--- src/scsr_defs.vh ---
// Function
// - reset pin low restores every register to default, needing no clock edges; here reset is synchronous and takes effect on a rising clk_sys_in edge
// - soft reset bit resets all registers except chip enable, sync, reset, PLL fields
// - soft reset persists until software writes the reset bit back to zero
// - pixel clock equals input clock if divider zero, else input over twice divider
// - outputs launched on rising pixel clock edge, sampled by receiver on falling
// - invert field inverts pixel clock polarity relative to data outputs
// - shift field shifts divided pixel clock phase relative to data outputs
// - PLL output is input times multiplier over (prescale+1)(postdivide+1)
// - standby entered by standby pin low or chip enable cleared
// - standby gates clocks, rejects reads, writes only chip enable and invert; here the sync bit in the same register is written as well
// - readout resumes where it stopped after standby; host pauses or restarts
// - entering standby powers down PLL; host re-enables it afterwards
`ifndef SCSR_DEFS_VH
`define SCSR_DEFS_VH
// register indices, byte address is four times the index
`define SCSR_IDX_CHIP_CTRL 8'h07
`define SCSR_IDX_PIX_CTRL 8'h0A
`define SCSR_IDX_SOFT_RST 8'h0D
`define SCSR_IDX_PLL_CTRL 8'h10
`define SCSR_IDX_PLL_MULT 8'h11
`define SCSR_IDX_PLL_DIV 8'h12
`define SCSR_IDX_STATUS 8'h30
// field positions
`define SCSR_BIT_SYNC 0
`define SCSR_BIT_CHIP_EN 1
`define SCSR_BIT_INV_STBY 2
`define SCSR_BIT_SHIFT 8
`define SCSR_BIT_INVERT 15
`define SCSR_BIT_PLL_PWR 0
`define SCSR_BIT_PLL_USE 1
// reset values
`define SCSR_RST_CHIP_CTRL 3'h2
`define SCSR_RST_PIX_DIV 7'h00
`define SCSR_RST_PLL_M 8'h10
`define SCSR_RST_PLL_N 6'h00
`define SCSR_RST_PLL_P1 5'h00
// timing
`define SCSR_CLK_HZ 25000000
`define SCSR_LOCK_US 1000
`define SCSR_LOCK_CYCLES ((`SCSR_LOCK_US * (`SCSR_CLK_HZ / 1000000)))
// axi responses
`define SCSR_RESP_OKAY 2'h0
`define SCSR_RESP_SLVERR 2'h2
`endif

--- src/scsr_top.v ---
// The implementer's own choices: the address map and the AXI4-Lite register port.
`timescale 1ns/1ps
`include "scsr_defs.vh"
module scsr_top #(
  parameter DIV_W = 7,
  parameter LOCK_CYCLES = `SCSR_LOCK_CYCLES
) (
  // clock and reset
  input wire clk_sys_in,
  input wire rst_n_in,
  // pins
  input wire standby_n_in,
  // axi4-lite write address
  input wire s_axi_awvalid_in,
  output wire s_axi_awready_out,
  input wire [31:0] s_axi_awaddr_in,
  // axi4-lite write data
  input wire s_axi_wvalid_in,
  output wire s_axi_wready_out,
  input wire [31:0] s_axi_wdata_in,
  input wire [3:0] s_axi_wstrb_in,
  // axi4-lite write response
  output wire s_axi_bvalid_out,
  input wire s_axi_bready_in,
  output wire [1:0] s_axi_bresp_out,
  // axi4-lite read address
  input wire s_axi_arvalid_in,
  output wire s_axi_arready_out,
  input wire [31:0] s_axi_araddr_in,
  // axi4-lite read data
  output wire s_axi_rvalid_out,
  input wire s_axi_rready_in,
  output wire [31:0] s_axi_rdata_out,
  output wire [1:0] s_axi_rresp_out,
  // clock control outputs
  output wire pixel_out_clock_out,
  output wire pix_launch_out,
  output wire clk_gate_en_out,
  output wire standby_out,
  output wire soft_reset_out,
  output wire pll_power_out,
  output wire pll_locked_out,
  output wire master_clk_sel_pll_out,
  output wire [7:0] pll_mult_out,
  output wire [5:0] pll_prescale_out,
  output wire [4:0] pll_postdivide_out
);
  // =====================================================
  // registers
  reg sync_reg;
  reg chip_en_reg;
  reg inv_stby_reg;
  reg soft_rst_reg;
  reg pll_pwr_reg;
  reg pll_use_reg;
  reg [7:0] pll_m_reg;
  reg [5:0] pll_n_reg;
  reg [4:0] pll_p1_reg;
  reg [DIV_W-1:0] pix_div_reg;
  reg pix_inv_reg;
  reg pix_shift_reg;
  reg stby_d_reg;
  reg [31:0] lock_cnt_reg;
  reg locked_reg;
  // bus state
  reg aw_hold_reg;
  reg [31:0] awaddr_reg;
  reg w_hold_reg;
  reg [31:0] wdata_reg;
  reg [3:0] wstrb_reg;
  reg bvalid_reg;
  reg [1:0] bresp_reg;
  reg rvalid_reg;
  reg [31:0] rdata_reg;
  reg [1:0] rresp_reg;

  wire standby;
  wire do_write;
  wire [7:0] widx;
  wire [7:0] ridx;
  wire w_ok;
  wire r_ok;
  wire [15:0] wmerge_chip;
  wire [15:0] wmerge_pix;
  wire [15:0] wmerge_pll;
  wire [15:0] wmerge_mult;
  wire [15:0] wmerge_div;
  wire stby_enter;
  reg [31:0] rd_mux;
  reg rd_hit;

  // byte-lane merge of the low 16 bits
  function [15:0] merge16;
    input [15:0] old_val;
    input [31:0] data;
    input [3:0] strb;
    begin
      merge16[7:0] = strb[0] ? data[7:0] : old_val[7:0];
      merge16[15:8] = strb[1] ? data[15:8] : old_val[15:8];
    end
  endfunction

  // word index from byte address, none when unaligned or out of range
  function [7:0] word_idx;
    input [31:0] addr;
    begin
      word_idx = (addr[31:10] == 22'h0 && addr[1:0] == 2'b00) ? addr[9:2] : 8'hFF;
    end
  endfunction

  // =====================================================
  // standby
  // pin or chip enable
  assign standby = ~(standby_n_in ^ inv_stby_reg) | ~chip_en_reg;
  assign stby_enter = standby & ~stby_d_reg;

  // =====================================================
  // write channel
  assign s_axi_awready_out = ~aw_hold_reg & ~bvalid_reg;
  assign s_axi_wready_out = ~w_hold_reg & ~bvalid_reg;
  assign do_write = aw_hold_reg & w_hold_reg & ~bvalid_reg;
  assign widx = word_idx(awaddr_reg);
  assign w_ok = (widx == `SCSR_IDX_CHIP_CTRL) ||
                (!standby && (widx == `SCSR_IDX_PIX_CTRL || widx == `SCSR_IDX_SOFT_RST ||
                 widx == `SCSR_IDX_PLL_CTRL || widx == `SCSR_IDX_PLL_MULT ||
                 widx == `SCSR_IDX_PLL_DIV));
  assign wmerge_chip = merge16({13'h0, inv_stby_reg, chip_en_reg, sync_reg}, wdata_reg, wstrb_reg);
  assign wmerge_pix = merge16({pix_inv_reg, 6'h0, pix_shift_reg, {(8-DIV_W){1'b0}}, pix_div_reg},
                              wdata_reg, wstrb_reg);
  assign wmerge_pll = merge16({14'h0, pll_use_reg, pll_pwr_reg}, wdata_reg, wstrb_reg);
  assign wmerge_mult = merge16({pll_m_reg, 2'h0, pll_n_reg}, wdata_reg, wstrb_reg);
  assign wmerge_div = merge16({11'h0, pll_p1_reg}, wdata_reg, wstrb_reg);

  always @(posedge clk_sys_in) begin
    if (!rst_n_in) begin
      aw_hold_reg <= 1'b0;
      awaddr_reg <= 32'h0000_0000;
      w_hold_reg <= 1'b0;
      wdata_reg <= 32'h0000_0000;
      wstrb_reg <= 4'h0;
      bvalid_reg <= 1'b0;
      bresp_reg <= `SCSR_RESP_OKAY;
    end else begin
      if (s_axi_awvalid_in && s_axi_awready_out) begin
        aw_hold_reg <= 1'b1;
        awaddr_reg <= s_axi_awaddr_in;
      end
      if (s_axi_wvalid_in && s_axi_wready_out) begin
        w_hold_reg <= 1'b1;
        wdata_reg <= s_axi_wdata_in;
        wstrb_reg <= s_axi_wstrb_in;
      end
      if (do_write) begin
        aw_hold_reg <= 1'b0;
        w_hold_reg <= 1'b0;
        bvalid_reg <= 1'b1;
        bresp_reg <= w_ok ? `SCSR_RESP_OKAY : `SCSR_RESP_SLVERR;
      end else if (bvalid_reg && s_axi_bready_in) begin
        bvalid_reg <= 1'b0;
      end
    end
  end

  // =====================================================
  // control registers
  always @(posedge clk_sys_in) begin
    if (!rst_n_in) begin
      {inv_stby_reg, chip_en_reg, sync_reg} <= `SCSR_RST_CHIP_CTRL;
      soft_rst_reg <= 1'b0;
      pll_pwr_reg <= 1'b0;
      pll_use_reg <= 1'b0;
      pll_m_reg <= `SCSR_RST_PLL_M;
      pll_n_reg <= `SCSR_RST_PLL_N;
      pll_p1_reg <= `SCSR_RST_PLL_P1;
      pix_div_reg <= `SCSR_RST_PIX_DIV;
      pix_inv_reg <= 1'b0;
      pix_shift_reg <= 1'b0;
      stby_d_reg <= 1'b0;
    end else begin
      stby_d_reg <= standby;
      if (do_write && w_ok) begin
        case (widx)
          `SCSR_IDX_CHIP_CTRL: begin
            sync_reg <= wmerge_chip[`SCSR_BIT_SYNC];
            chip_en_reg <= wmerge_chip[`SCSR_BIT_CHIP_EN];
            inv_stby_reg <= wmerge_chip[`SCSR_BIT_INV_STBY];
          end
          `SCSR_IDX_PIX_CTRL: begin
            pix_div_reg <= wmerge_pix[DIV_W-1:0];
            pix_shift_reg <= wmerge_pix[`SCSR_BIT_SHIFT];
            pix_inv_reg <= wmerge_pix[`SCSR_BIT_INVERT];
          end
          `SCSR_IDX_SOFT_RST: soft_rst_reg <= wstrb_reg[0] ? wdata_reg[0] : soft_rst_reg;
          `SCSR_IDX_PLL_CTRL: begin
            pll_pwr_reg <= wmerge_pll[`SCSR_BIT_PLL_PWR];
            pll_use_reg <= wmerge_pll[`SCSR_BIT_PLL_USE];
          end
          `SCSR_IDX_PLL_MULT: begin
            pll_m_reg <= wmerge_mult[15:8];
            pll_n_reg <= wmerge_mult[5:0];
          end
          `SCSR_IDX_PLL_DIV: pll_p1_reg <= wmerge_div[4:0];
          default: begin
          end
        endcase
      end
      if (soft_rst_reg) begin
        inv_stby_reg <= 1'b0;
        pix_div_reg <= `SCSR_RST_PIX_DIV;
        pix_inv_reg <= 1'b0;
        pix_shift_reg <= 1'b0;
      end
      if (stby_enter) begin
        pll_pwr_reg <= 1'b0;
        pll_use_reg <= 1'b0;
      end
    end
  end

  // =====================================================
  // pll lock timer
  always @(posedge clk_sys_in) begin
    if (!rst_n_in) begin
      lock_cnt_reg <= 32'h0000_0000;
      locked_reg <= 1'b0;
    end else if (!pll_pwr_reg || standby) begin
      lock_cnt_reg <= 32'h0000_0000;
      locked_reg <= 1'b0;
    end else if (lock_cnt_reg >= LOCK_CYCLES - 1) begin
      locked_reg <= 1'b1;
    end else begin
      lock_cnt_reg <= lock_cnt_reg + 32'h0000_0001;
    end
  end

  // =====================================================
  // read channel
  assign ridx = word_idx(s_axi_araddr_in);
  always @* begin
    rd_mux = 32'h0000_0000;
    rd_hit = 1'b1;
    case (ridx)
      `SCSR_IDX_CHIP_CTRL: rd_mux = {29'h0, inv_stby_reg, chip_en_reg, sync_reg};
      `SCSR_IDX_PIX_CTRL: rd_mux = {16'h0, pix_inv_reg, 6'h0, pix_shift_reg, {(8-DIV_W){1'b0}}, pix_div_reg};
      `SCSR_IDX_SOFT_RST: rd_mux = {31'h0, soft_rst_reg};
      `SCSR_IDX_PLL_CTRL: rd_mux = {30'h0, pll_use_reg, pll_pwr_reg};
      `SCSR_IDX_PLL_MULT: rd_mux = {16'h0, pll_m_reg, 2'h0, pll_n_reg};
      `SCSR_IDX_PLL_DIV: rd_mux = {27'h0, pll_p1_reg};
      `SCSR_IDX_STATUS: rd_mux = {28'h0, master_clk_sel_pll_out, locked_reg, soft_rst_reg, standby};
      default: rd_hit = 1'b0;
    endcase
  end

  assign s_axi_arready_out = ~rvalid_reg;
  always @(posedge clk_sys_in) begin
    if (!rst_n_in) begin
      rvalid_reg <= 1'b0;
      rdata_reg <= 32'h0000_0000;
      rresp_reg <= `SCSR_RESP_OKAY;
    end else if (s_axi_arvalid_in && s_axi_arready_out) begin
      rvalid_reg <= 1'b1;
      if (standby || !rd_hit) begin
        rdata_reg <= 32'h0000_0000;
        rresp_reg <= `SCSR_RESP_SLVERR;
      end else begin
        rdata_reg <= rd_mux;
        rresp_reg <= `SCSR_RESP_OKAY;
      end
    end else if (rvalid_reg && s_axi_rready_in) begin
      rvalid_reg <= 1'b0;
    end
  end

  // =====================================================
  // pixel clock
  scsr_pixel_out_clock #(
    .DIV_W(DIV_W)
  ) u_pixel_out_clock (
    .clk_sys_in(clk_sys_in),
    .rst_n_in(rst_n_in),
    .divide_in(pix_div_reg),
    .invert_in(pix_inv_reg),
    .shift_in(pix_shift_reg),
    .run_in(clk_gate_en_out),
    .pixel_out_clock_out(pixel_out_clock_out),
    .launch_out(pix_launch_out)
  );

  // =====================================================
  // outputs
  assign s_axi_bvalid_out = bvalid_reg;
  assign s_axi_bresp_out = bresp_reg;
  assign s_axi_rvalid_out = rvalid_reg;
  assign s_axi_rdata_out = rdata_reg;
  assign s_axi_rresp_out = rresp_reg;
  assign clk_gate_en_out = ~standby & ~soft_rst_reg;
  assign standby_out = standby;
  assign soft_reset_out = soft_rst_reg;
  assign pll_power_out = pll_pwr_reg;
  assign pll_locked_out = locked_reg;
  assign master_clk_sel_pll_out = pll_use_reg & pll_pwr_reg & ~standby;
  assign pll_mult_out = pll_m_reg;
  assign pll_prescale_out = pll_n_reg;
  assign pll_postdivide_out = pll_p1_reg;
endmodule // scsr_top

--- src/scsr_pixel_out_clock.v ---
`timescale 1ns/1ps
`include "scsr_defs.vh"
module scsr_pixel_out_clock #(
  parameter DIV_W = 7
) (
  // clock and reset
  input wire clk_sys_in,
  input wire rst_n_in,
  // control
  input wire [DIV_W-1:0] divide_in,
  input wire invert_in,
  input wire shift_in,
  input wire run_in,
  // pixel clock
  output wire pixel_out_clock_out,
  output wire launch_out
);
  reg [DIV_W-1:0] cnt_reg;
  reg [DIV_W-1:0] cnt_next;
  reg div_clk_reg;
  reg div_clk_next;
  reg dly_clk_reg;
  reg launch_reg;
  reg launch_next;
  wire [DIV_W-1:0] last_cnt;
  wire base_clk;

  assign last_cnt = divide_in - {{(DIV_W-1){1'b0}}, 1'b1};

  // =====================================================
  // divider, period twice the divider value
  // divide by two n
  always @* begin
    cnt_next = cnt_reg;
    div_clk_next = div_clk_reg;
    launch_next = 1'b0;
    if (!run_in) begin
      cnt_next = {DIV_W{1'b0}};
      div_clk_next = 1'b0;
    end else if (divide_in == {DIV_W{1'b0}}) begin
      launch_next = 1'b1;
    end else if (cnt_reg >= last_cnt) begin
      cnt_next = {DIV_W{1'b0}};
      div_clk_next = ~div_clk_reg;
      launch_next = ~div_clk_reg;
    end else begin
      cnt_next = cnt_reg + {{(DIV_W-1){1'b0}}, 1'b1};
    end
  end

  always @(posedge clk_sys_in) begin
    if (!rst_n_in) begin
      cnt_reg <= {DIV_W{1'b0}};
      div_clk_reg <= 1'b0;
      dly_clk_reg <= 1'b0;
      launch_reg <= 1'b0;
    end else begin
      cnt_reg <= cnt_next;
      div_clk_reg <= div_clk_next;
      dly_clk_reg <= div_clk_reg;
      launch_reg <= launch_next;
    end
  end

  // =====================================================
  // output clock selection
  // system clock at divider zero, else divided clock, delayed one cycle when shift set
  assign base_clk = (divide_in == {DIV_W{1'b0}}) ? (clk_sys_in & run_in) :
                    (shift_in ? dly_clk_reg : div_clk_reg);
  assign pixel_out_clock_out = base_clk ^ invert_in;
  assign launch_out = launch_reg;
endmodule // scsr_pixel_out_clock

--- config.mk ---
export PLATFORM = sky130hd
export DESIGN_NAME = scsr_top
export DESIGN_NICKNAME = d
export VERILOG_FILES = /design/src/scsr_top.v /design/src/scsr_pixel_out_clock.v
export VERILOG_INCLUDE_DIRS = /design/src
export SDC_FILE = /design/constraint.sdc
export NUM_CORES = 1
export LEC_CHECK = 0
export BUFFER_PORTS_ARGS = -buffer_cell sky130_fd_sc_hd__buf_4
export CORE_ASPECT_RATIO = 0.75
export CORE_MARGIN = 5
export CORE_UTILIZATION = 25
export CTS_CLUSTER_SIZE = 25
export DETAILED_ROUTE_END_ITERATION = 8
export PLACE_DENSITY = 0.43
export SYNTH_ARGS = -nofsm -noshare
export SYNTH_HDL_FRONTEND = slang
export SYNTH_SLANG_ARGS = --single-unit
--- constraint.sdc ---
create_clock -name clk_sys_in -period 2.2 [get_ports clk_sys_in]
set_input_delay 0.33 -clock clk_sys_in [delete_from_list [all_inputs] [get_ports clk_sys_in]]
set_output_delay 0.33 -clock clk_sys_in [all_outputs]
set_load 0.1 [all_outputs]
== Yosys cells after proc, flatten, opt, wreduce, memory -nomap -nowiden ==
Cells that the tools add are included.

* Logic and storage cells: 128
* Output and inout port bits: 68
* Register bits: 168
* Bits of input ports: 108

* Bitwise logic cells: 24
* Mux-type cells: 16
* Reductions and logical operators: 41
* Add/sub/neg operators: 3
* Eq/ne operators: 13
* Order comparisons: 2

{| class="wikitable"
|+ Operators with widths
! kind !! number
|-
| 16-bit one-hot mux with 7 select lines || 1
|-
| 8-bit by 5-bit == test with 1-bit output (second input constant) || 6
|-
| 22-bit logical NOT || 2
|-
| 32-bit by 1-bit adder with 32-bit output (second input constant) || 1
|-
| 8-bit by 4-bit == test with 1-bit output (second input constant) || 4
|-
| 32-bit by 15-bit greater-or-equal comparator with 1-bit output (second input constant) || 1
|-
| 32-bit 2-to-1 mux || 1
|-
| 3-bit AND reduction || 8
|-
| 8-bit by 3-bit == test with 1-bit output (second input constant) || 2
|-
| 8-bit 2-to-1 mux || 2
|-
| 1-bit inverter || 12
|-
| 1-bit AND || 9
|-
| 1-bit logical AND || 9
|-
| 1-bit 2-to-1 mux || 9
|-
| 8-bit by 6-bit == test with 1-bit output (second input constant) || 1
|-
| 2-bit OR reduction || 4
|-
| 7-bit by 1-bit adder with 7-bit output (second input constant) || 1
|-
| 7-bit greater-or-equal comparator || 1
|-
| 7-bit logical NOT || 1
|-
| 1-bit logical OR || 7
|-
| 7-bit 2-to-1 mux || 1
|-
| 7-bit OR reduction || 1
|-
| 7-bit by 1-bit subtractor with 7-bit output (second input constant) || 1
|-
| 2-bit logical NOT || 2
|-
| 6 further kinds || 12
|}

== Logic depth before layout (Yosys ltp) ==
Gate-level depths: netlist of the first run.

* Depth in word-level cells: 12
* Gate-level depth with buffers: 12
* Gate-level depth less buffers: 12

== Modules after synthesis ==
From an unflattened synthesis of the first run, not the netlist that was laid out.

* Cell total of the unflattened synthesis: 777
* Area total of the unflattened synthesis: 6732.7 um^2

{| class="wikitable"
|+ Modules (own cells, without submodules)
! module !! times used !! seq. area each (um^2) !! area an instance (um^2) !! cells an instance
|-
| scsr_top || 1 || 2762.6 || 5970.7 || 695
|-
| scsr_pixel_out_clock || 1 || 200.2 || 762.0 || 82
|}

==> results of run 1 <==
## cell usage after synthesis (3+ instances only)
| library cell | instances |
|---|---|
| sky130_fd_sc_hd__nor2_1 | 79 |
| sky130_fd_sc_hd__o21ai_0 | 16 |
| sky130_fd_sc_hd__nand2_1 | 148 |
| sky130_fd_sc_hd__nand4_1 | 16 |
| sky130_fd_sc_hd__nand3_1 | 22 |
| sky130_fd_sc_hd__and4_1 | 3 |
| sky130_fd_sc_hd__nor4_1 | 19 |
| sky130_fd_sc_hd__or3_1 | 3 |
| sky130_fd_sc_hd__and3_1 | 7 |
| sky130_fd_sc_hd__mux2i_1 | 36 |
| sky130_fd_sc_hd__clkbuf_1 | 30 |
| sky130_fd_sc_hd__nor4b_1 | 3 |
| sky130_fd_sc_hd__a21oi_1 | 66 |
| sky130_fd_sc_hd__xor2_1 | 16 |
| sky130_fd_sc_hd__ha_1 | 10 |
| sky130_fd_sc_hd__inv_1 | 13 |
| sky130_fd_sc_hd__buf_4 | 20 |
| sky130_fd_sc_hd__dfxtp_1 | 148 |
| sky130_fd_sc_hd__and2_1 | 28 |
| sky130_fd_sc_hd__nor3_1 | 9 |
| sky130_fd_sc_hd__nand2b_1 | 6 |
| sky130_fd_sc_hd__xnor2_1 | 10 |
| sky130_fd_sc_hd__or4_1 | 6 |
| sky130_fd_sc_hd__nor2b_1 | 5 |
| sky130_fd_sc_hd__a22oi_1 | 6 |
| sky130_fd_sc_hd__a22o_1 | 3 |
| sky130_fd_sc_hd__a31oi_1 | 3 |
## worst min-delay path by stage
stage / from / end / cells past startpoint
finish: s_axi_awaddr_in[16] / awaddr_reg[16] / 3
global route: s_axi_awaddr_in[31] / awaddr_reg[31] / 3
global placement: lock_cnt_reg[21] / lock_cnt_reg[21] / 1
floorplan: s_axi_rready_in / s_axi_rvalid_out / 1
detailed placement: lock_cnt_reg[30] / lock_cnt_reg[30] / 1
CTS: s_axi_awaddr_in[30] / awaddr_reg[30] / 3
## through the flow
step	worst slack, ps	hold WS, ps	setup TNS (ps)	cells
after floorplan	-363	419	-363	790
after global placement	-150	443	-1150	1270
after detailed placement	-106	445	-1330	1270
after CTS	-400	8.34	-503	1312
after global routing	-390	9.25	-898	1312
final	-270	27.8	-345	1312
## kinds of logic after synthesis
logic type,Yosys count,share of synthesized area
fa+ha+maj,10,0.0193
other cells,1,0.000578
compound gates,116,0.107
buf+inv,69,0.0535
mux,36,0.0556
simple gates,366,0.272
xor+xnor,26,0.0351
flops,148,0.457
## power by group through the flow
| stage | Sequential (mW) | Clock (mW) | Combinational, mW |
|---|---|---|---|
| 5_1_grt | 2.83 | 3.63 | 0.870 |
| 3_5_place_dp | 2.87 | 0.149 | 0.766 |
| 4_1_cts | 2.81 | 3.48 | 0.786 |
| 6_report | 2.82 | 3.39 | 0.803 |
| 2_1_floorplan | 2.90 | 0.134 | 0.481 |
| 3_3_place_gp | 2.87 | 0.149 | 0.764 |
## worst register-to-register path, stage by stage (launching register included)
cell and delay (ps):
sky130_fd_sc_hd__dfxtp_2 340, sky130_fd_sc_hd__inv_2 50, sky130_fd_sc_hd__ha_4 160, sky130_fd_sc_hd__buf_4 130, sky130_fd_sc_hd__xnor2_2 120, sky130_fd_sc_hd__ha_1 310, sky130_fd_sc_hd__a21o_1 180, sky130_fd_sc_hd__a31oi_2 170
sky130_fd_sc_hd__o211ai_1 120, sky130_fd_sc_hd__o211ai_1 170, sky130_fd_sc_hd__nand2_2 160, sky130_fd_sc_hd__a21oi_1 150
## routing by layer
layer  share of wire  vias up
met1            0.49     2672
li1                -     2987
met2            0.46       84
met4           0.015        0
met3           0.039       19
met5               0        -
## final cells by class
class                      count  area [µm²]  area share
multi-input combinational    573        3490       0.378
tap                          344         430      0.0466
timing repair buffer         196        1580       0.171
sequential                   148        2980       0.323
clock buffer                  21         520      0.0564
clock inverter                15         160      0.0173
inverter                      15        76.3     0.00827
## timing repair
| item | CTS | global route |
|---|---|---|
| gates resized for setup | 28 | 40 |
| buffers inserted | 6 | 2 |
| pin swaps | 6 | 15 |
| endpoints found under the hold margin | 1 | 0 |
| hold buffers | 1 | 0 |
| endpoints found under the setup margin | 27 | 51 |
==> impl_summary.md, run 1 <==
STA
Of the available clock period, the critical path in the final layout requires 1.12. Setup violations remaining at the end of the flow were counted as 5. The number of hold violations in the final report came to 0.

Setup repair after global routing could not meet its margin everywhere. Between clock sinks in the finished design, the worst skew comes to 10.6 ps. The final critical delay including setup and external delays is 2470 ps. The transition time at the pin with the least slew margin is 1060 ps. The highest clock frequency the design can meet is 405 MHz. The final count of pins violating max slew is 0. The headroom to the max-slew limit is 0.294. Setup slack on the critical path of the routed design comes to -270 ps.

Finish
The final standard cell utilization of the core is 0.358. The most common cell after layout, fill and taps aside is sky130_fd_sc_hd__buf_4. Relative to the synthesized area, the layout overhead comes to 42.4%. The number of inserted diodes is 0.

Of the cells placed in the final design, the portion with a size suffix greater than 1 is 0.294. The library cells used most frequently in the layout, excluding fill and tap cells, are sky130_fd_sc_hd__buf_4 (183), sky130_fd_sc_hd__nand2_1 (146), sky130_fd_sc_hd__dfxtp_1 (136), sky130_fd_sc_hd__nor2_1 (76), sky130_fd_sc_hd__a21oi_1 (66). The summed area of non-filler cells in the final layout is 9230 µm². In the final design database the tool counted 1073 nets. The fill cell instance count of the final layout is 2707.

Logic synthesis
The proportion of netlist area held by the largest area contributor is 0.457. The cell count after synthesis is 772. For this run, the register share of the synthesized area comes to 0.457.

By area the synthesized netlist is led by sky130_fd_sc_hd__dfxtp_1 (46%), sky130_fd_sc_hd__nand2_1 (8.6%), sky130_fd_sc_hd__mux2i_1 (5.6%). For this run, the leading register cell type out of synthesis is sky130_fd_sc_hd__dfxtp_1. The area of the mapped netlist is 6480 µm². The total of warnings raised by yosys is 0.

The number of synthesized flops with an enable pin is 0. Dividing the synthesized area by the synthesized cell count gives 8.40 µm². The cell accounting for the most synthesized area is sky130_fd_sc_hd__dfxtp_1. The fraction of registers with async set or reset after synthesis is 0. The register bit count reported by yosys is 148. In this run, distinct cell masters in the synthesized netlist total 57.

Global route
For this run, global-route usage on met1 was measured as 0.193. The met3 demand-to-capacity share in global routing is 0.0452. The met2 track utilization from global routing is 0.213. The total overflow left after global routing is 0.

Entering global routing, the biggest net connects 81 pins. The global routing usage summed across all routing layers is 0.141. The initial antenna violation count is 0. The via count of the first global-routing pass is 5838. The busiest layer in global routing is met2. The first global-routing pass estimated 32.1 mm of wire.

Critical path
The slowest cell on the critical path is sky130_fd_sc_hd__dfxtp_2. Among cell families on the critical path, the largest total delay comes from simple AND/OR/NAND/NOR gates. The most critical setup path has its startpoint at pix_div_reg[1]. Counting buffers and inverters, the worst setup path is 10 cells deep. The worst register-to-register path begins at pix_div_reg[0].

The largest single stage delay on the critical path is 320 ps. The data arrival at the endpoint of the critical path is 2140 ps. The depth of the most critical reg-to-reg path is 11.

For the worst setup path, the data required time is 1870 ps. The worst setup path is captured at an output pin. The critical path goes through inv_2 -> ha_4 -> nand2b_4 -> nor4_4 -> nor2b_4 -> buf_6 -> nand3_4 -> o21ai_4 -> xor2_4 -> buf_12.

The worst setup path is launched from a flip-flop. In this run the critical register-to-register path is captured at u_pixel_out_clock.cnt_reg[6]. The sum of buffers and inverters on the critical path is 3. The peak fanout along the critical path is 3. Following the worst setup path forward leads to its endpoint at pixel_out_clock_out. Setup slack on the worst reg-to-reg path comes out at 90 ps. By startpoint and endpoint, the worst setup path is classified as reg2out.

Power
The sequential share of power is 0.402. The cell-internal power is 4.94 mW. The worst vdd rail ir drop is 0.000514 V.

The analysis attributes to net switching a power of 2.07 mW. Summed over all cells, the static leakage comes to 3.84 nW. The combinational group share of total power is 0.115. The power density over the cells is 759 nW/µm². The share of total power dissipated in the clock network is 0.483. Of the total power, the share spent switching nets is 0.295. The design draws 7.01 mW.

Route
The number of design-rule violations left by the first detailed-router iteration is 218. Once detail routing completed, the nets flagged for antenna violations numbered 0. The total wire length is 20.4 mm. The via count normalized by instance count is 4.39. The number of search-and-repair iterations in the first detailed-routing pass is 4. The routed layout has 5762 vias.

The mean routed wirelength per cell is 15.5 µm. After detailed routing, the number of remaining DRC violations is 0.

Worst hold path
The min-delay analysis places its worst path in the category in2reg.

Die
The die covers 29300 µm². The count of pins on the block boundary is 176. The vertical extent of the die is 149 µm. The core region is 25800 µm².

The number of standard-cell rows in the floorplan is 51. The x dimension of the die is 196 µm. The effective utilization at floorplan is 0.251.

Placed design
The number of I/O port buffers is 137. The half-perimeter wire length of the detailed placement result is 14.8 mm. The congestion estimate from routability-driven global placement came to 0.784. The cell area after placement is 8230 µm².

CTS
The clock latency reported for the late side of the worst-skew pair is 550 ps. The CTS tree is done. The clock-pin slew of the registers on the worst-case setup and hold paths is 70 ps.

Job
The max capacitance violation total is 0.

Status
The run finished, with violations left. The checks that failed: negative setup slack.
No activity file was read; power rests on OpenSTA's default activity.
==> inputs of run 2 (changes only) <==
clock period = 2.7 ns   (was 2.2 ns; I/O delays follow)
==> run 2 against run 1 <==
  * The flow now finishes without violations
  * Sequential power decreased by 19%
  * Core utilization decreased by 2.1 points
  * Hold slack better by 15 ps
  * Design area down 5.9%
  * Clock skew grew 2.3 ps
  * Sequential cell count is the same
  * Via count is 1.8% lower
  * First-iteration DRC count grew 8.7%
  * Critical path depth down 1
  * Sequential share of layout area is 1.9 points higher
  * Largest power group unchanged
==> impl_summary.md, run 2 (synthesized netlist as in run 1, its figures left out) <==
Finish
In the layout the commonest cells are sky130_fd_sc_hd__buf_4 (162), sky130_fd_sc_hd__nand2_1 (148), sky130_fd_sc_hd__dfxtp_1 (147), sky130_fd_sc_hd__nor2_1 (76), sky130_fd_sc_hd__a21oi_1 (66). The number of inserted diodes is 0 (unchanged). The fraction of final layout cells with drive strength greater than 1 came to 0.234 (-0.0599). The summed area of non-filler cells in the final layout is 8690 µm² (-5.9%). The most common cell after layout, fill and taps aside is sky130_fd_sc_hd__buf_4. The total number of nets in the final design is 1039 (-3.2%). The area added between synthesis and finish is 34.1%.

STA
The number of hold violations in the final report is 0 (unchanged). The final critical delay including setup and external delays is 2530 ps. The setup violation total in the final timing report was 0 (-5). Setup repair after global routing left no endpoint under its margin. The headroom to the max-slew limit is 0.386 (+0.0926). The transition time at the pin with the least slew margin is 920 ps (-135 ps). For this run, the top clock speed supported by timing is 395 MHz.

Dividing the final minimum period by the clock period gives 0.937. The largest clock skew in the final design came to 12.9 ps (+2.33 ps). The final count of pins violating max slew was 0 (unchanged). The post-layout worst setup margin is 170 ps (+440 ps).

Worst hold path
The worst min-delay path class is in2reg. The worst hold path begins at s_axi_rready_in. The cell depth of the worst min-delay path was 2 (-1).

Global route
The met1 global-route usage is 0.195 (+0.00129). The initial antenna violation count is 0 (unchanged). The global routing usage summed across all routing layers is 0.136 (-0.00552).

The first-pass GRT wire length is 30.9 mm (-3.7%). The via count of the first global-routing pass is 5456 (-6.5%). The met2 track utilization from global routing is 0.199 (-0.0142).

The final global-route overflow total is 0 (unchanged). The met3 demand-to-capacity share in global routing came to 0.0320 (-0.0133). The pin count of the biggest net entering global routing came to 81 (unchanged). The busiest layer in global routing is met2.

Die
The standard cell core area was 25800 µm² (unchanged). The x dimension of the die came to 196 µm (unchanged). The number of standard-cell rows in the floorplan was 51 (unchanged). The total die area is 29300 µm² (unchanged). The count of pins on the block boundary is 176 (unchanged). The effective utilization at floorplan is 0.251 (unchanged). The vertical extent of the die came to 149 µm (unchanged).

Critical path
The peak fanout along the critical path is 4 (+1). In this design, the largest share of critical-path delay is due to buffers and inverters. The critical path required time came to 2300 ps (+430 ps). The category of the worst setup path launch point is a flip-flop. The longest individual stage delay on the worst path was 380 ps (+60 ps). The worst setup slack for register-to-register paths is 220 ps (+130 ps). In this run the critical register-to-register path is captured at pll_use_reg. The critical path class is reg2out. The beginning of the critical path is pix_div_reg[1]. The signal on the critical path passes through inv_2 -> ha_4 -> nand2b_4 -> nor4_4 -> nor2b_4 -> buf_4 -> o21ai_4 -> xor2_4 -> buf_12. The destination of the critical timing path is pixel_out_clock_out. The slowest cell on the critical path is sky130_fd_sc_hd__dfxtp_1. The element type at the critical path end is an output pin. The number of cells on the critical path is 9 (-1). The sum of buffers and inverters on the critical path is 3 (unchanged). The data arrival at the endpoint of the critical path is 2130 ps (about the same). The startpoint of the worst register-to-register path is awaddr_reg[24].

The depth of the most critical reg-to-reg path came to 6 (-5).

Status
The run finished with clean final reports.

Route
The post-route DRC violation count is 0 (unchanged). The total wire length is 19.7 mm (-3.1%). The mean routed wirelength per cell is 15.4 µm (-0.57%). The number of search-and-repair iterations in the first detailed-routing pass is 4 (unchanged). The via total after detailed routing is 5658 (-1.8%). The antenna violation net count after detailed routing came to 0 (unchanged).

The via count normalized by instance count is 4.43 (+0.81%). The number of design-rule violations left by the first detailed-router iteration is 237 (+8.7%).

Job
The max capacitance violation total is 0 (unchanged).

Placed design
The cell area after placement is 7940 µm² (-3.5%). The pre-CTS setup slack was 215 ps (+321 ps). The half-perimeter wire length of the detailed placement result is 14.6 mm (-1.8%). The number of I/O port buffers is 137 (unchanged). The final RePlAce weighted congestion is 0.790 (+0.75%).

Power
The leakage power came to 3.57 nW (-7.0%). The power density over the cells is 649 nW/µm² (-15%). The worst vdd rail ir drop was 0.000429 V (-17%).

CTS
The total of hold buffers inserted after clock tree synthesis is 0 (-1). TritonCTS built the clock tree. The clock latency reported for the late side of the worst-skew pair is 540 ps (about the same). The clock-pin slew of the registers on the worst-case setup and hold paths is 60 ps (about the same).
==> run 2: changes by cell type in the layout (fill, tap and decap cells not counted), moves of 5 or more <==
cell	delta
sky130_fd_sc_hd__dfxtp_1	+11
sky130_fd_sc_hd__buf_4	-21
sky130_fd_sc_hd__buf_12	-6
sky130_fd_sc_hd__nor4_1	+5
sky130_fd_sc_hd__buf_6	-5
sky130_fd_sc_hd__dfxtp_2	-11
==> run 2: final cells by class <==
class,instances,area (µm²)
clock buffer,23,538
clock inverter,13,148
tap,344,430
sequential,148,2970
multi-input combinational,573,3330
fill,2738,17100
timing repair buffer,162,1220
inverter,15,61.3
==> run 2: metal layers <==
layer  wire, µm  up-vias
met4        293        0
met1       9910     2625
met2       8810       91
met3        706       17
met5          0        -
li1           -     2925
==> run 2: repair_timing <==
action,in CTS,in global routing
resized for setup,15,0
setup endpoints to repair,3,3
buffers inserted,3,0
pin swaps,4,1
endpoints found under the hold margin,0,0
==> run 2: worst min path at each step <==
stage / slack (ps) / end
3_5_place_dp: 450 / lock_cnt_reg[31]
2_1_floorplan: 430 / lock_cnt_reg[19]
6_report: 40 / s_axi_rvalid_out
4_1_cts: 20 / s_axi_rvalid_out
3_3_place_gp: 440 / s_axi_rdata_out[9]
5_1_grt: 30 / s_axi_rvalid_out
==> run 2: metrics by stage <==
stage	hold slack (ps)	setup TNS, ps	utilization	power (mW)	std cells
5_1_grt	34.6	0	0.337	5.88	1278
4_1_cts	19.2	0	0.337	5.72	1278
2_1_floorplan	430	-8.87	-	2.84	790
3_5_place_dp	446	0	0.308	3.05	1240
6_report	43.1	0	0.337	5.64	1278
3_3_place_gp	443	0	0.308	3.05	1240
==> run 2: power by group <==
| part | internal (mW) | switching (mW) | leakage, nW |
|---|---|---|---|
| clock | 1.64 | 1.11 | 0.351 |
| combinational | 0.180 | 0.416 | 2.01 |
| sequential | 2.24 | 0.0457 | 1.20 |
==> inputs of run 3 (changes only) <==
BUFFER_PORTS_ARGS = -buffer_cell sky130_fd_sc_hd__buf_2   (was -buffer_cell sky130_fd_sc_hd__buf_4)
==> run 3 against run 2 <==
  * Clock skew down 1.4 ps
  * Highest routed layer unchanged
  * Register-to-register slack better by 110 ps
  * Worst setup slack worse by 17 ps
  * Combinational power shrank 7.6%
  * Total power is 1.8% higher
  * Die area stayed put
  * Fmax is 0.66% lower
  * Design area is 3.2% lower
  * Count of clock-buffer cells in the layout unchanged
  * Non-clock buffer count is 3 higher
  * Routed wire length increased by 0.66%
==> impl_summary.md, run 3 (synthesized netlist as in run 1, its figures left out) <==
Critical path
The slowest cell on the critical path is sky130_fd_sc_hd__dfxtp_4. The number of cells on the critical path was 9 (unchanged). The longest individual stage delay on the worst path was 340 ps (-40 ps). The data arrival at the endpoint of the critical path is 2140 ps (about the same). The element type at the critical path end is an output pin.

The beginning of the critical path is pix_div_reg[0]. The startpoint of the worst register-to-register path is awaddr_reg[24]. The critical path goes through inv_2 -> ha_4 -> nand2b_4 -> nor4_4 -> nor2b_4 -> nand3_2 -> o21ai_4 -> xor2_4 -> buf_12. STA classifies the critical path startpoint as a flip-flop. The worst setup slack for register-to-register paths is 330 ps (+110 ps). The peak fanout along the critical path is 3 (-1). The worst flop-to-flop path endpoint is pll_power_out.

The critical path class is reg2out. The sum of buffers and inverters on the critical path came to 2 (-1). The depth of the most critical reg-to-reg path is 6 (unchanged). The critical path ends at pixel_out_clock_out. The critical path required time is 2300 ps (about the same). Broken down by cell family, the worst path's largest delay share belongs to simple AND/OR/NAND/NOR gates.

Route
The number of design-rule violations left by the first detailed-router iteration is 266 (+12%). The total wire length is 19.9 mm (+0.66%). The via count normalized by instance count is 4.49 (+1.4%). The antenna violation net count after detailed routing is 0 (unchanged). The number of search-and-repair iterations in the first detailed-routing pass is 5 (+1). The via total after detailed routing is 5748 (+1.6%). The mean routed wirelength per cell came to 15.5 µm (+0.43%). The post-route DRC violation count is 0 (unchanged).

Job
The max capacitance violation total is 0 (unchanged).

Global route
The initial antenna violation count is 1 (+1). The first-pass GRT wire length is 30.8 mm (-0.47%). The via count of the first global-routing pass was 5633 (+3.2%). The global routing usage summed across all routing layers is 0.134 (-0.00145). The pin count of the biggest net entering global routing was 81 (unchanged).

The final global-route overflow total is 0 (unchanged).

STA
The transition time at the pin with the least slew margin was 887 ps (-33.2 ps). The headroom to the max-slew limit is 0.409 (+0.0221). The final count of pins violating max slew is 0 (unchanged). Setup repair after global routing left no endpoint under its margin. The largest clock skew in the final design came to 11.5 ps (-1.35 ps). The setup violation total in the final timing report came to 0 (unchanged). The ratio of final minimum period to clock period came to 0.943 (+0.00625). The final critical delay including setup and external delays is 2550 ps (+16.9 ps).

The highest clock frequency the design can meet is 393 MHz (-0.66%). The post-layout worst setup margin is 153 ps (-16.9 ps). The number of hold violations in the final report is 0 (unchanged).

Power
The worst vdd rail ir drop came to 0.000443 V (+3.3%). The power density over the cells is 682 nW/µm² (+5.1%). The leakage power came to 3.51 nW (-1.5%). The overall power after layout came to 5.74 mW (+1.8%).

Placed design
The number of I/O port buffers was 137 (unchanged). The final RePlAce weighted congestion is 0.811 (+2.6%). The pre-CTS setup slack is 145 ps (-70.6 ps). The half-perimeter wire length of the detailed placement result is 14.4 mm (-1.0%). The cell area after placement was 7590 µm² (-4.4%).

Die
The count of pins on the block boundary was 176 (unchanged). The number of standard-cell rows in the floorplan came to 51 (unchanged). The vertical extent of the die came to 149 µm (unchanged). The x dimension of the die is 196 µm (unchanged). The total die area is 29300 µm² (unchanged). The effective utilization at floorplan came to 0.251 (unchanged). The standard cell core area is 25800 µm² (unchanged).

Finish
The summed area of non-filler cells in the final layout is 8410 µm² (-3.2%). The fill cell instance count of the final layout is 2785 (+1.7%). The fraction of final layout cells with drive strength greater than 1 is 0.237 (+0.00270).

The library cell used most frequently in the layout, excluding fill and tap cells, is sky130_fd_sc_hd__nand2_1. The area added between synthesis and finish is 29.8%. In the layout the commonest cells are sky130_fd_sc_hd__nand2_1 (148), sky130_fd_sc_hd__dfxtp_1 (146), sky130_fd_sc_hd__buf_2 (136), sky130_fd_sc_hd__nor2_1 (76), sky130_fd_sc_hd__a21oi_1 (66). The total number of nets in the final design came to 1042 (+0.29%).

CTS
TritonCTS built the clock tree. The clock-pin slew of the registers on the worst-case setup and hold paths came to 60 ps (about the same). The clock latency reported for the late side of the worst-skew pair came to 540 ps (about the same). The total of hold buffers inserted after clock tree synthesis is 0 (unchanged).

Worst hold path
The worst min-delay path class is in2reg.

Status
The flow ran to the end, and the final reports show no timing, DRC or antenna violations.
## run 3: final cells by class
| class | count | area (µm²) | area share |
|---|---|---|---|
| antenna | 1 | 2.50 | 0.000297 |
| clock buffer | 23 | 538 | 0.0640 |
| clock inverter | 12 | 180 | 0.0214 |
| inverter | 15 | 61.3 | 0.00729 |
| multi-input combinational | 573 | 3330 | 0.396 |
| sequential | 148 | 2970 | 0.353 |
| tap | 344 | 430 | 0.0512 |
| timing repair buffer | 165 | 902 | 0.107 |
## run 3: where the power goes
| part | total [mW] | switching [mW] | internal [mW] | leakage [nW] |
|---|---|---|---|---|
| Clock | 2.90 | 1.09 | 1.81 | 0.362 |
| Combinational | 0.550 | 0.415 | 0.135 | 1.95 |
| Sequential | 2.29 | 0.0458 | 2.24 | 1.20 |
| Total | 5.74 | 1.55 | 4.19 | 3.51 |
## run 3: timing repair
action / CTS / global route
pin swaps: 4 / 1
buffers inserted: 7 / 0
setup endpoints to repair: 4 / 3
gates resized for setup: 16 / 2
## run 3: metal layers
| layer | part of all wire | vias to the layer above | track usage | wire (µm) |
|---|---|---|---|---|
| met5 | 0 | - | 0 | 0 |
| met4 | 0.018 | 0 | 0.0464 | 351 |
| met3 | 0.039 | 23 | 0.0353 | 765 |
| met2 | 0.45 | 112 | 0.202 | 8850 |
| met1 | 0.50 | 2681 | 0.186 | 9900 |
| li1 | - | 2932 | - | - |
## run 3: worst register-to-register path, stage by stage, from the launching register on
cell	delay, ps
sky130_fd_sc_hd__dfxtp_1	310
sky130_fd_sc_hd__nor4_1	440
sky130_fd_sc_hd__nand2_1	120
sky130_fd_sc_hd__or3_1	540
sky130_fd_sc_hd__or4_1	610
sky130_fd_sc_hd__mux2i_1	180
sky130_fd_sc_hd__nor2_1	50
## run 3: how the worst min path moves through the flow
stage / startpoint / endpoint / slack, ps / cells after the start
6_report: s_axi_rready_in / s_axi_rvalid_out / 50 / 2
5_1_grt: s_axi_rready_in / s_axi_rvalid_out / 50 / 2
4_1_cts: s_axi_rready_in / s_axi_rvalid_out / 20 / 2
3_5_place_dp: s_axi_rdata_out[0] / s_axi_rdata_out[0] / 440 / 2
3_3_place_gp: s_axi_rdata_out[9] / s_axi_rdata_out[9] / 440 / 2
2_1_floorplan: lock_cnt_reg[19] / lock_cnt_reg[19] / 430 / 1
## run 3: per-stage QoR
step | setup TNS (ps) | utilization | hold slack, ps | std cells
CTS | 0 | 0.326 | 20.4 | 1280
floorplan | -8.87 | - | 430 | 790
global placement | 0 | 0.294 | 439 | 1239
detailed placement | 0 | 0.294 | 442 | 1239
global route | 0 | 0.326 | 48.2 | 1281
finish | 0 | 0.326 | 49.8 | 1281
